**config.mk**
```make
export PLATFORM = sky130hd
export DESIGN_NAME = smc_standby_ctrl
export DESIGN_NICKNAME = d
export VERILOG_FILES = /design/src/verilog/smc_stab_counter.v /design/src/verilog/smc_standby_ctrl.v
export VERILOG_INCLUDE_DIRS = /design/src /design/src/verilog
export SDC_FILE = /design/constraint.sdc
export NUM_CORES = 1
export LEC_CHECK = 0
export ABC_AREA = 1
export BUFFER_PORTS_ARGS = -buffer_cell sky130_fd_sc_hd__buf_2
export CAP_MARGIN = 20
export CORE_UTILIZATION = 52
export DETAILED_ROUTE_END_ITERATION = 8
export GPL_TIMING_DRIVEN = 0
export PLACE_DENSITY = 0.87
export SYNTH_ARGS = -nofsm -noshare
export SYNTH_HDL_FRONTEND = slang
export SYNTH_SLANG_ARGS = --single-unit
```
**constraint.sdc**
```tcl
create_clock -name ref_clk_in -period 2.3 [get_ports ref_clk_in]
set_input_delay 0.23 -clock ref_clk_in [delete_from_list [all_inputs] [get_ports ref_clk_in]]
set_output_delay 0.23 -clock ref_clk_in [all_outputs]
set_load 0.02 [all_outputs]
```
**src/verilog/smc_map.vh**
```
// constants and register layout of the standby mode controller
// Behaviour
// - interrupts raised during flag or mask register access wait for that instruction's end
// - halt gates the processor clock; the oscillator keeps running
// - stop halts the main oscillator; all internally clocked operation ceases
// - standby keeps registers, flags, memory, port latches and buffers unchanged
// - select codes 000, 010, 100 give 2^12, 2^15, 2^17 waits; others prohibited
// - reset loads select register 04h but the post-reset wait is 2^15
// - wait counting starts only once the oscillator actually runs
// - port output latches hold their halt-entry state throughout halt
// - timer a counts in stop only when fed by running timer b
// - timer b counts in stop only when its external input is selected
// - serial interface stops in stop unless externally clocked
// - halt keeps external interrupts only for unmasked maskable sources
// - unmasked interrupt ends halt; vectored if enabled, else next instruction
// - non-vectored halt release resumes within one to two processor clocks
// - non-maskable interrupt ends halt and is always vectored
// - stop release waits for oscillator stabilisation before resuming
// - reset during halt abandons halt and goes to the reset vector
// - stop release by interrupt vectors only after the wait, if enabled
// - a pending unmasked flag at standby entry releases standby at once
`ifndef SMC_MAP_VH
`define SMC_MAP_VH
`define SMC_OSC_STAB_TIME_SELECT_ADDR     16'hfffa
`define SMC_OSC_STAB_TIME_SELECT_RESET    3'h4
`define SMC_SEL_MSB       2
`define SMC_SEL_2P12      3'h0
`define SMC_SEL_2P15      3'h2
`define SMC_SEL_2P17      3'h4
`define SMC_WAIT_2P12     18'h01000
`define SMC_WAIT_2P15     18'h08000
`define SMC_WAIT_2P17     18'h20000
`define SMC_HALT_RESUME   2'h1
`endif

```
**src/verilog/smc_stab_counter.v**
```verilog
// oscillator stabilisation wait counter
`default_nettype none
`include "smc_map.vh"
module smc_stab_counter (
  input  wire        ref_clk_in,
  input  wire        rst_n_in,
  input  wire        start_in,
  input  wire        osc_running_in,
  input  wire [17:0] length_in,
  output reg         busy_out,
  output reg         done_out
);
  // -----------------------------------------------------------
  // counting
  // -----------------------------------------------------------
  reg [17:0] count;
  always @(posedge ref_clk_in or negedge rst_n_in) begin
    if (!rst_n_in) begin
      count    <= 18'h00000;
      busy_out <= 1'b0;
      done_out <= 1'b0;
    end else begin
      done_out <= 1'b0;
      if (start_in) begin
        count    <= 18'h00000;
        busy_out <= 1'b1;
      end else if (busy_out && osc_running_in) begin
        if (count == length_in - 18'h00001) begin
          busy_out <= 1'b0;
          done_out <= 1'b1;
        end else begin
          count <= count + 18'h00001;
        end
      end
    end
  end
endmodule // smc_stab_counter
`default_nettype wire

```
**src/verilog/smc_standby_ctrl.v**
```verilog
// standby mode controller: halt, stop, stabilisation wait, interrupt hold
`default_nettype none
`include "smc_map.vh"
module smc_standby_ctrl (
  input  wire        ref_clk_in,
  input  wire        rst_n_in,
  // register access from the core
  input  wire [15:0] addr_in,
  input  wire [7:0]  wdata_in,
  input  wire        wr_in,
  input  wire        rd_in,
  output reg  [7:0]  rdata_out,
  // instruction and interrupt status from the core
  input  wire        halt_instr_in,
  input  wire        stop_instr_in,
  input  wire        flag_access_in,
  input  wire        instr_end_in,
  input  wire        irq_unmasked_in,
  input  wire        nmi_in,
  input  wire        global_irq_enable_in,
  input  wire        osc_running_in,
  // peripheral clock selections
  input  wire        timer_a_src_timer_b_in,
  input  wire        timer_b_running_in,
  input  wire        timer_b_ext_sel_in,
  input  wire        serial_ext_clk_in,
  // control outputs
  output wire        cpu_clk_en_out,
  output wire        osc_enable_out,
  output wire        latch_hold_out,
  output wire        irq_ack_allow_out,
  output wire        ext_irq_enable_out,
  output wire        timer_a_run_out,
  output wire        timer_b_run_out,
  output wire        serial_run_out,
  output reg         resume_next_out,
  output reg         vector_irq_out,
  output wire        in_halt_out,
  output wire        in_stop_out,
  output wire        in_wait_out
);
  // -----------------------------------------------------------
  // states
  // -----------------------------------------------------------
  localparam [2:0] ST_RESET_WAIT = 3'h0;
  localparam [2:0] ST_RUN        = 3'h1;
  localparam [2:0] ST_HALT       = 3'h2;
  localparam [2:0] ST_STOP       = 3'h3;
  localparam [2:0] ST_STOP_WAIT  = 3'h4;
  localparam [2:0] ST_RESUME     = 3'h5;

  reg  [2:0]  state;
  reg  [2:0]  next_state;
  reg  [2:0]  stab_sel;
  reg         after_reset;
  reg         pend_vec;
  reg         next_pend_vec;
  reg  [1:0]  resume_cnt;
  reg         cnt_start;
  reg         reset_started;
  wire        reset_kick;
  wire        cnt_busy;
  wire        cnt_done;
  wire [17:0] wait_len;

  // -----------------------------------------------------------
  // wait length decode
  // -----------------------------------------------------------
  function [17:0] sel_to_len;
    input [2:0] sel;
    begin
      case (sel)
        `SMC_SEL_2P12: sel_to_len = `SMC_WAIT_2P12;
        `SMC_SEL_2P15: sel_to_len = `SMC_WAIT_2P15;
        `SMC_SEL_2P17: sel_to_len = `SMC_WAIT_2P17;
        default:       sel_to_len = `SMC_WAIT_2P17;
      endcase
    end
  endfunction

  // first wait after reset is 2^15 despite the 04h reset code
  assign wait_len = after_reset ? `SMC_WAIT_2P15 :
                    sel_to_len(stab_sel);

  // -----------------------------------------------------------
  // stabilisation select register
  // -----------------------------------------------------------
  always @(posedge ref_clk_in or negedge rst_n_in) begin
    if (!rst_n_in) begin
      stab_sel <= `SMC_OSC_STAB_TIME_SELECT_RESET;
    end else if (wr_in && addr_in == `SMC_OSC_STAB_TIME_SELECT_ADDR) begin
      stab_sel <= wdata_in[`SMC_SEL_MSB:0];
    end
  end

  always @(posedge ref_clk_in or negedge rst_n_in) begin
    if (!rst_n_in) begin
      rdata_out <= 8'h00;
    end else if (rd_in && addr_in == `SMC_OSC_STAB_TIME_SELECT_ADDR) begin
      rdata_out <= {5'h00, stab_sel};
    end else begin
      rdata_out <= 8'h00;
    end
  end

  // -----------------------------------------------------------
  // stabilisation counter
  // -----------------------------------------------------------
  smc_stab_counter u_cnt (
    .ref_clk_in     (ref_clk_in),
    .rst_n_in       (rst_n_in),
    .start_in       (cnt_start),
    .osc_running_in (osc_running_in),
    .length_in      (wait_len),
    .busy_out       (cnt_busy),
    .done_out       (cnt_done)
  );

  // -----------------------------------------------------------
  // next state
  // -----------------------------------------------------------
  always @* begin
    next_state    = state;
    next_pend_vec = pend_vec;
    cnt_start     = 1'b0;
    case (state)
      ST_RESET_WAIT: begin
        cnt_start = reset_kick;
        if (cnt_done) begin
          next_state = ST_RUN;
        end
      end
      ST_RUN: begin
        next_pend_vec = 1'b0;
        if (stop_instr_in) begin
          next_state = ST_STOP;
        end else if (halt_instr_in) begin
          next_state = ST_HALT;
        end
      end
      ST_HALT: begin
        if (nmi_in) begin
          next_pend_vec = 1'b1;
          next_state    = ST_RESUME;
        end else if (irq_unmasked_in) begin
          next_pend_vec = global_irq_enable_in;
          next_state    = ST_RESUME;
        end
      end
      ST_STOP: begin
        if (irq_unmasked_in) begin
          next_pend_vec = global_irq_enable_in;
          cnt_start     = 1'b1;
          next_state    = ST_STOP_WAIT;
        end
      end
      ST_STOP_WAIT: begin
        if (cnt_done) begin
          next_state = ST_RESUME;
        end
      end
      ST_RESUME: begin
        if (resume_cnt == `SMC_HALT_RESUME) begin
          next_state = ST_RUN;
        end
      end
      default: begin
        next_state = ST_RUN;
      end
    endcase
  end

  // -----------------------------------------------------------
  // state register
  // -----------------------------------------------------------
  // reset from any mode lands here; halt is abandoned
  always @(posedge ref_clk_in or negedge rst_n_in) begin
    if (!rst_n_in) begin
      state      <= ST_RESET_WAIT;
      pend_vec   <= 1'b0;
      resume_cnt <= 2'h0;
    end else begin
      state    <= next_state;
      pend_vec <= next_pend_vec;
      if (state == ST_RESUME) begin
        resume_cnt <= resume_cnt + 2'h1;
      end else begin
        resume_cnt <= 2'h0;
      end
    end
  end

  // post-reset wait runs once, started by the first clock after release
  always @(posedge ref_clk_in or negedge rst_n_in) begin
    if (!rst_n_in) begin
      after_reset <= 1'b1;
    end else if (state == ST_STOP_WAIT || (state == ST_RUN)) begin
      after_reset <= 1'b0;
    end
  end

  always @(posedge ref_clk_in or negedge rst_n_in) begin
    if (!rst_n_in) begin
      reset_started <= 1'b0;
    end else begin
      reset_started <= 1'b1;
    end
  end
  assign reset_kick = !reset_started;

  // -----------------------------------------------------------
  // resume strobes
  // -----------------------------------------------------------
  always @(posedge ref_clk_in or negedge rst_n_in) begin
    if (!rst_n_in) begin
      resume_next_out <= 1'b0;
      vector_irq_out  <= 1'b0;
    end else begin
      resume_next_out <= (state == ST_RESUME) && (next_state == ST_RUN)
                         && !pend_vec;
      vector_irq_out  <= (state == ST_RESUME) && (next_state == ST_RUN)
                         && pend_vec;
    end
  end

  // -----------------------------------------------------------
  // control outputs
  // -----------------------------------------------------------
  wire standby = (state == ST_HALT) || (state == ST_STOP) ||
                 (state == ST_STOP_WAIT);
  wire osc_off = (state == ST_STOP);

  assign cpu_clk_en_out     = (state == ST_RUN);
  assign osc_enable_out     = !osc_off;
  assign latch_hold_out     = standby || (state == ST_RESUME);
  assign irq_ack_allow_out  = (state == ST_RUN) && !flag_access_in;
  assign ext_irq_enable_out = !standby || irq_unmasked_in;
  assign timer_a_run_out    = !osc_off ||
                              (timer_a_src_timer_b_in &&
                               timer_b_running_in);
  assign timer_b_run_out    = !osc_off || timer_b_ext_sel_in;
  assign serial_run_out     = !osc_off || serial_ext_clk_in;
  assign in_halt_out        = (state == ST_HALT);
  assign in_stop_out        = (state == ST_STOP);
  assign in_wait_out        = cnt_busy || (state == ST_RESET_WAIT);

  // instruction end is not needed: flag access is a level from the core
  wire unused_end = instr_end_in;
endmodule // smc_standby_ctrl
`default_nettype wire

```
# Yosys cells after proc, flatten, opt, wreduce, memory -nomap -nowiden
# Cells that the tools add are included.
[op_classes]
add_sub_neg = 3
n_eq_ne = 11
n_reduce_logical = 29
mux = 27
[ops]
columns = ["cell", "n"]
rows = [
  ["two-way mux 18 bit", 4],
  ["case mux 18 bit (2 select lines)", 1],
  ["two-way mux 3 bit", 9],
  ["adder 18 x 1 -> 18 bit (second input constant)", 1],
  ["equality test 18 bit", 1],
  ["case mux 3 bit (6 select lines)", 1],
  ["subtractor 18 x 1 -> 18 bit (second input constant)", 1],
  ["equality test 16 bit (second input constant)", 1],
  ["equality test 3 x 2 -> 1 bit (second input constant)", 3],
  ["logical OR 1 bit", 9],
  ["two-way mux 1 bit", 9],
  ["logical AND 1 bit", 8],
  ["equality test 3 x 1 -> 1 bit (second input constant)", 2],
  ["equality test 3 bit (second input constant)", 2],
  ["logical NOT 3 bit", 2],
  ["logical NOT 1 bit", 5],
  ["AND reduction 2 bit", 2],
  ["nonzero test 2 bit", 2],
  ["case mux 1 bit (3 select lines)", 1],
  ["nonzero test 3 bit", 1],
  ["adder 2 x 1 -> 2 bit (second input constant)", 1],
  ["equality test 2 x 1 -> 1 bit (second input constant)", 1],
  ["two-way mux 2 bit", 1],
  ["inequality test 2 bit (second input constant)", 1],
  ["case mux 1 bit (2 select lines)", 1],
]
[totals]
regBits = 41
output_inout_bits = 21
in_bits = 40
word_cells = 82

# Logic depth before layout (Yosys ltp)
[logic_depth]
word_depth = 8
mapped_depth = 15
depth_no_buf = 14

# By module
# Synthesis repeated with hierarchy kept, for this count alone.
[hier_totals]
hier_cells = 497
hier_area_um2 = 3195.6
[modules_own_cells]
columns = ["module", "n_inst", "cells_each", "area_per_inst_um2"]
rows = [
  ["smc_stab_counter", 1, 364, 2248.4],
  ["smc_standby_ctrl", 1, 133, 947.2],
]

# Worst setup path before layout
# Ideal clock, no wire load.
[synth_path]
kind = "register to register"
from = "reg stab_sel[2]"
to = "reg u_cnt.count[9]"
arrival_ns = 1.828
setup_ns = 0.117
path_buffers = 1
synth_period_minus_slack_ns = 1.945
path_slack_ns = 0.355
path_stages_with_launch = 16
cell_sequence = "dfstp_2 inv_1 nand3_1 nand2_1 inv_1 ha_1 or2_2 nand3_1 nor2_1 nand2_1 nor2_1 nand3_2 nand2_4 buf_6 nand2_1 nand2_1"
[synth_between]
elab_chain_cells = 7
word_cells_on_any_way = 8
[synth_lines]
columns = ["element", "line", "source"]
rows = [
  ["start, declared", "smc_standby_ctrl.v:54", "reg [2:0] stab_sel;"],
  ["start signal, assigned", "smc_standby_ctrl.v:90", "stab_sel <= `SMC_OSC_STAB_TIME_SELECT_RESET;"],
  ["start signal, assigned", "smc_standby_ctrl.v:92", "stab_sel <= wdata_in[`SMC_SEL_MSB:0];"],
  ["equality test 3 x 2 -> 1 bit or logical NOT 3 bit (tied branches)", "smc_standby_ctrl.v:72", "case (sel)"],
  ["case mux 18 bit (2 select lines) (*)", "smc_standby_ctrl.v:72", ""],
  ["two-way mux 18 bit (*)", "smc_standby_ctrl.v:82", "assign wait_len = after_reset ? `SMC_WAIT_2P15 :"],
  ["subtractor 18 x 1 -> 18 bit (*)", "smc_stab_counter.v:28", "if (count == length_in - 18'h00001) begin"],
  ["equality test 18 bit (*)", "smc_stab_counter.v:28", ""],
  ["inequality test 2 bit (no line) (*)", "n/a", ""],
  ["AND reduction 2 bit (no line) (*)", "n/a", ""],
  ["end signal, assigned", "smc_stab_counter.v:32", "count <= count + 18'h00001;"],
  ["end, declared", "smc_stab_counter.v:16", "reg [17:0] count;"],
]
# Mark *: on every way between the ends. The rest lies on a longest branch, timed or not.
# A chain may end at the register's enable or synchronous reset.

# Worst setup path in the final report
[layout_path]
from = "reg stab_sel[2]"
to = "reg u_cnt.count[7]"
# The elaborated chain is that of the path after synthesis.

==> summary.md <==
| Metric | Value |
|---|---|
| Outcome | `completed` |
| Design Area, Final | `roughly 0.0027 mm²` |
| Met1 Usage GRT | `30.5%` |
| Leading cell type in the layout, fill and taps excluded | `nand2_1` |
| Worst min-delay path category | `in2async` |
| Nets | `~430` |
| Worst setup EP type | `register` |
| Fill cell count | `between 300 and 400` |
| Slew headroom | `around half` |
| Finish-stage setup viols | `0` |
| Most frequent cells in the layout | `nand2_1, buf_2, inv_1` |
| Final Hold Violating Endpoints | `0` |
| Final Non-Filler Cells | `roughly 440` |
| Post-route setup slack | `between 150 and 200 ps` |
| Core Util, Final | `67.0%` |
| CP Launch Type | `register` |
| DR iter-0 viols | `between 150 and 200` |
| Core area | `0.00406 mm²` |
| Max Slew Vio Count | `0` |
| Die Y | `roughly 68 µm` |
| Clock network fraction of total power | `between 20% and 30%` |
| Die X | `67.6 µm` |
| Final Total Pwr | `~0.0022 W` |
| Seq/Total Area, Yosys | `40.4%` |
| Crit path time final | `2130 ps` |
| CTS tree | `yes` |
| Power share of the sequential group | `between 30% and 40%` |
| #FFs+latches synth | `36` |
| Most used routing layer | `met2` |
| Int Pwr | `roughly 0.0014 W` |
| DP HPWL | `between 3 and 4 mm` |
| Final wirelength | `roughly 4.9 mm` |
| Post-synth EDFFs | `0` |
| F_max | `469 MHz` |
| Required @ worst endpoint | `2470 ps` |
| Row count | `23` |
| Number of global-route vias before repair | `1806` |
| Placer Congestion | `~0.90` |
| Die ar. | `around 0.0046 mm²` |
| Synth Instances | `approximately 320` |
| Delay-heaviest family, CP | `simple AND/OR/NAND/NOR gates` |
| Prevailing post-synth register cell | `dfrtp_1` |
| Worst clock skew | `just under 6 ps` |
| Port Buf Inserts | `49` |
| Initial antenna violation count | `0` |
| WS Path Type | `reg2reg` |
| Post-detailed-route via-to-cell ratio | `5.06` |
| Post-DR wirelength/cell | `about 11 µm` |
| Post-Syn Area | `0.00223 mm²` |
| Sw Ratio | `37.2%` |
| Switching power total | `between 0.0008 and 0.0009 W` |
| Placement Cell Area | `approximately 0.0026 mm²` |
| Ports | `a little over 60` |
| Root Buffer | `clkbuf_8` |
| Via count | `2199` |
| DP Worst Slack | `188 ps` |
| Reg clk slew, reported paths | `70 ps` |
| Clock Latency Late Sink | `between 200 and 300 ps` |
| Crit path cell chain | `inv_1 > nand3_2 > nand2_1 > inv_1 > ha_1 > or2_2 > nand3_1 > nor2_1 > nand2_1 > nor2_2 > nand3_2 > nand2_4 > buf_6 > nand2_1 > nand2_1` |
| Async SR Flop Fraction | `100%` |
| Leakage | `approximately 1.4 nW` |
| Avg Cell Area, Syn | `a little under 7 µm²` |
| Most frequent CP cell | `nand2_1` |
| DRC viols | `0` |
| Number of max-cap violations | `0` |
| GRT Util Overall | `22.7%` |
| Cell count after placement | `approximately 420` |
| Total CTS buffers | `5` |
| Area grow syn2layout | `21.7%` |
| Met3 Use GR | `between 4 and 5%` |
| Hold buffers post-CTS | `0` |
| Pwr dens | `about 800 mW/mm²` |
| Share of cells above drive strength 1 | `between 20% and 30%` |
| CP max stage cell | `dfstp_2` |
| Initial core utilization | `between 50% and 60%` |
| Routing usage on met2 | `~37%` |
| Clock sinks | `36` |
| CP arrival | `about 2300 ps` |
| Maximum root-to-sink buffer count | `2` |
| Critical path fanouts, max | `10` |
| CP peak stage delay | `approximately 550 ps` |
| Largest net degree at the start of global routing | `37` |
| YS warnings | `0` |
| First-pass GRT wire length | `roughly 7.8 mm` |
| Slew @ Worst Pin | `around 760 ps` |
| H-tree Lvls | `2` |
| Drt pass-1 iters | `4` |
| Post-route ant nets | `0` |
| Comb pwr share | `between 30% and 40%` |
| Tcrit/Tclk final | `between 90 and 100%` |
| Distinct cells, synth | `32` |
| Total gr overflow | `0` |
| Worst path bufs/invs | `3` |
| Peak supply drop | `0.407 mV` |
| Antenna diodes | `0` |
==> layer usage <==
layer  routed length (µm)  share of wire [%]
met1                 2210                 45
met2                 2460                 50
met3                  255                5.2
met4                    0                  0
met5                    0                  0
==> power groups by stage <==
stage	logic (W)	registers [W]	clock network, W
2_1_floorplan	0.000542	0.000795	0
3_5_place_dp	0.000765	0.000801	0
5_1_grt	0.000872	0.000803	0.000641
6_report	0.000787	0.000795	0.000602
4_1_cts	0.000767	0.000793	0.000611
3_3_place_gp	0.000740	0.000799	0
==> path summary, 6_finish.rpt <==
check	startpoint	to	depth (start not counted)	slack [ps]
max reg2reg	stab_sel[2]	u_cnt.count[7]	15	170
min	rst_n_in	u_cnt.count[6]	1	10
max	stab_sel[2]	u_cnt.count[7]	15	170
max in group asynchronous	rst_n_in	u_cnt.count[15]	1	1800
min in group ref_clk_in	wdata_in[2]	stab_sel[2]	3	170
min reg2reg	pend_vec	resume_next_out	1	440
==> synth_stat cells (all sizes together) (2+ instances only) <==
cell | n | share of area [%]
a211oi | 2 | 0.67
conb | 2 | 0.34
dfstp | 2 | 2.4
nor3b | 2 | 0.67
nor3 | 3 | 0.67
inv | 42 | 7.1
or2 | 4 | 1.1
nand2 | 95 | 17
nand3 | 36 | 8.3
nand4 | 10 | 2.8
ha | 3 | 1.7
o31ai | 2 | 0.67
o21ai | 13 | 2.9
dfrtp | 34 | 38
nor2 | 41 | 7.7
a21oi | 12 | 2.7
buf | 10 | 3.2
==> per-stage QoR <==
step | hold slack [ps] | setup TNS [ps]
6_report | 11.5 | 0
5_1_grt | 95.1 | -61.2
4_1_cts | 41.9 | 0
3_5_place_dp | 348 | 0
3_3_place_gp | 343 | 0
2_1_floorplan | -65.6 | 0
==> kinds of logic (layout without fill, tap and decap cells) <==
group	Yosys count	in the layout	share of synthesized area, %
DFF	36	36	40.4
xor gates and xnor gates	1	1	0.392
other	2	6	0.336
buffers and inverters	53	113	10.4
and+or+nand+nor	192	192	38.0
AOI/OAI and AO/OA	34	34	8.73
adders and majority gates	3	3	1.68
==> area by class of cell <==
class,instances,area (µm²),share of cell area (%)
clock buffer,7,96.3,3.54
clock inverter,1,30.0,1.10
tap,50,62.6,2.30
multi-input combinational,236,1120,41.2
timing repair buffer,52,268,9.85
sequential,36,903,33.2
inverter,42,158,5.80
buffer,11,80.1,2.95
==> what timing repair did <==
action                                  4_1_cts  5_1_grt
endpoints found under the setup margin        0       19
gates resized for setup                       0        6
setup buffers                                 0        3
==> registers in the layout, summed over array words and instances, names as in the netlist <==
name and cells:
state 3, stab_sel 3, reset_started 1, resume_next_out 1, u_cnt.busy_out 1, resume_cnt 2
rdata_out 3, vector_irq_out 1, after_reset 1, pend_vec 1, u_cnt.done_out 1, u_cnt.count 18
Note: power is estimated with default switching activity, not from simulation.
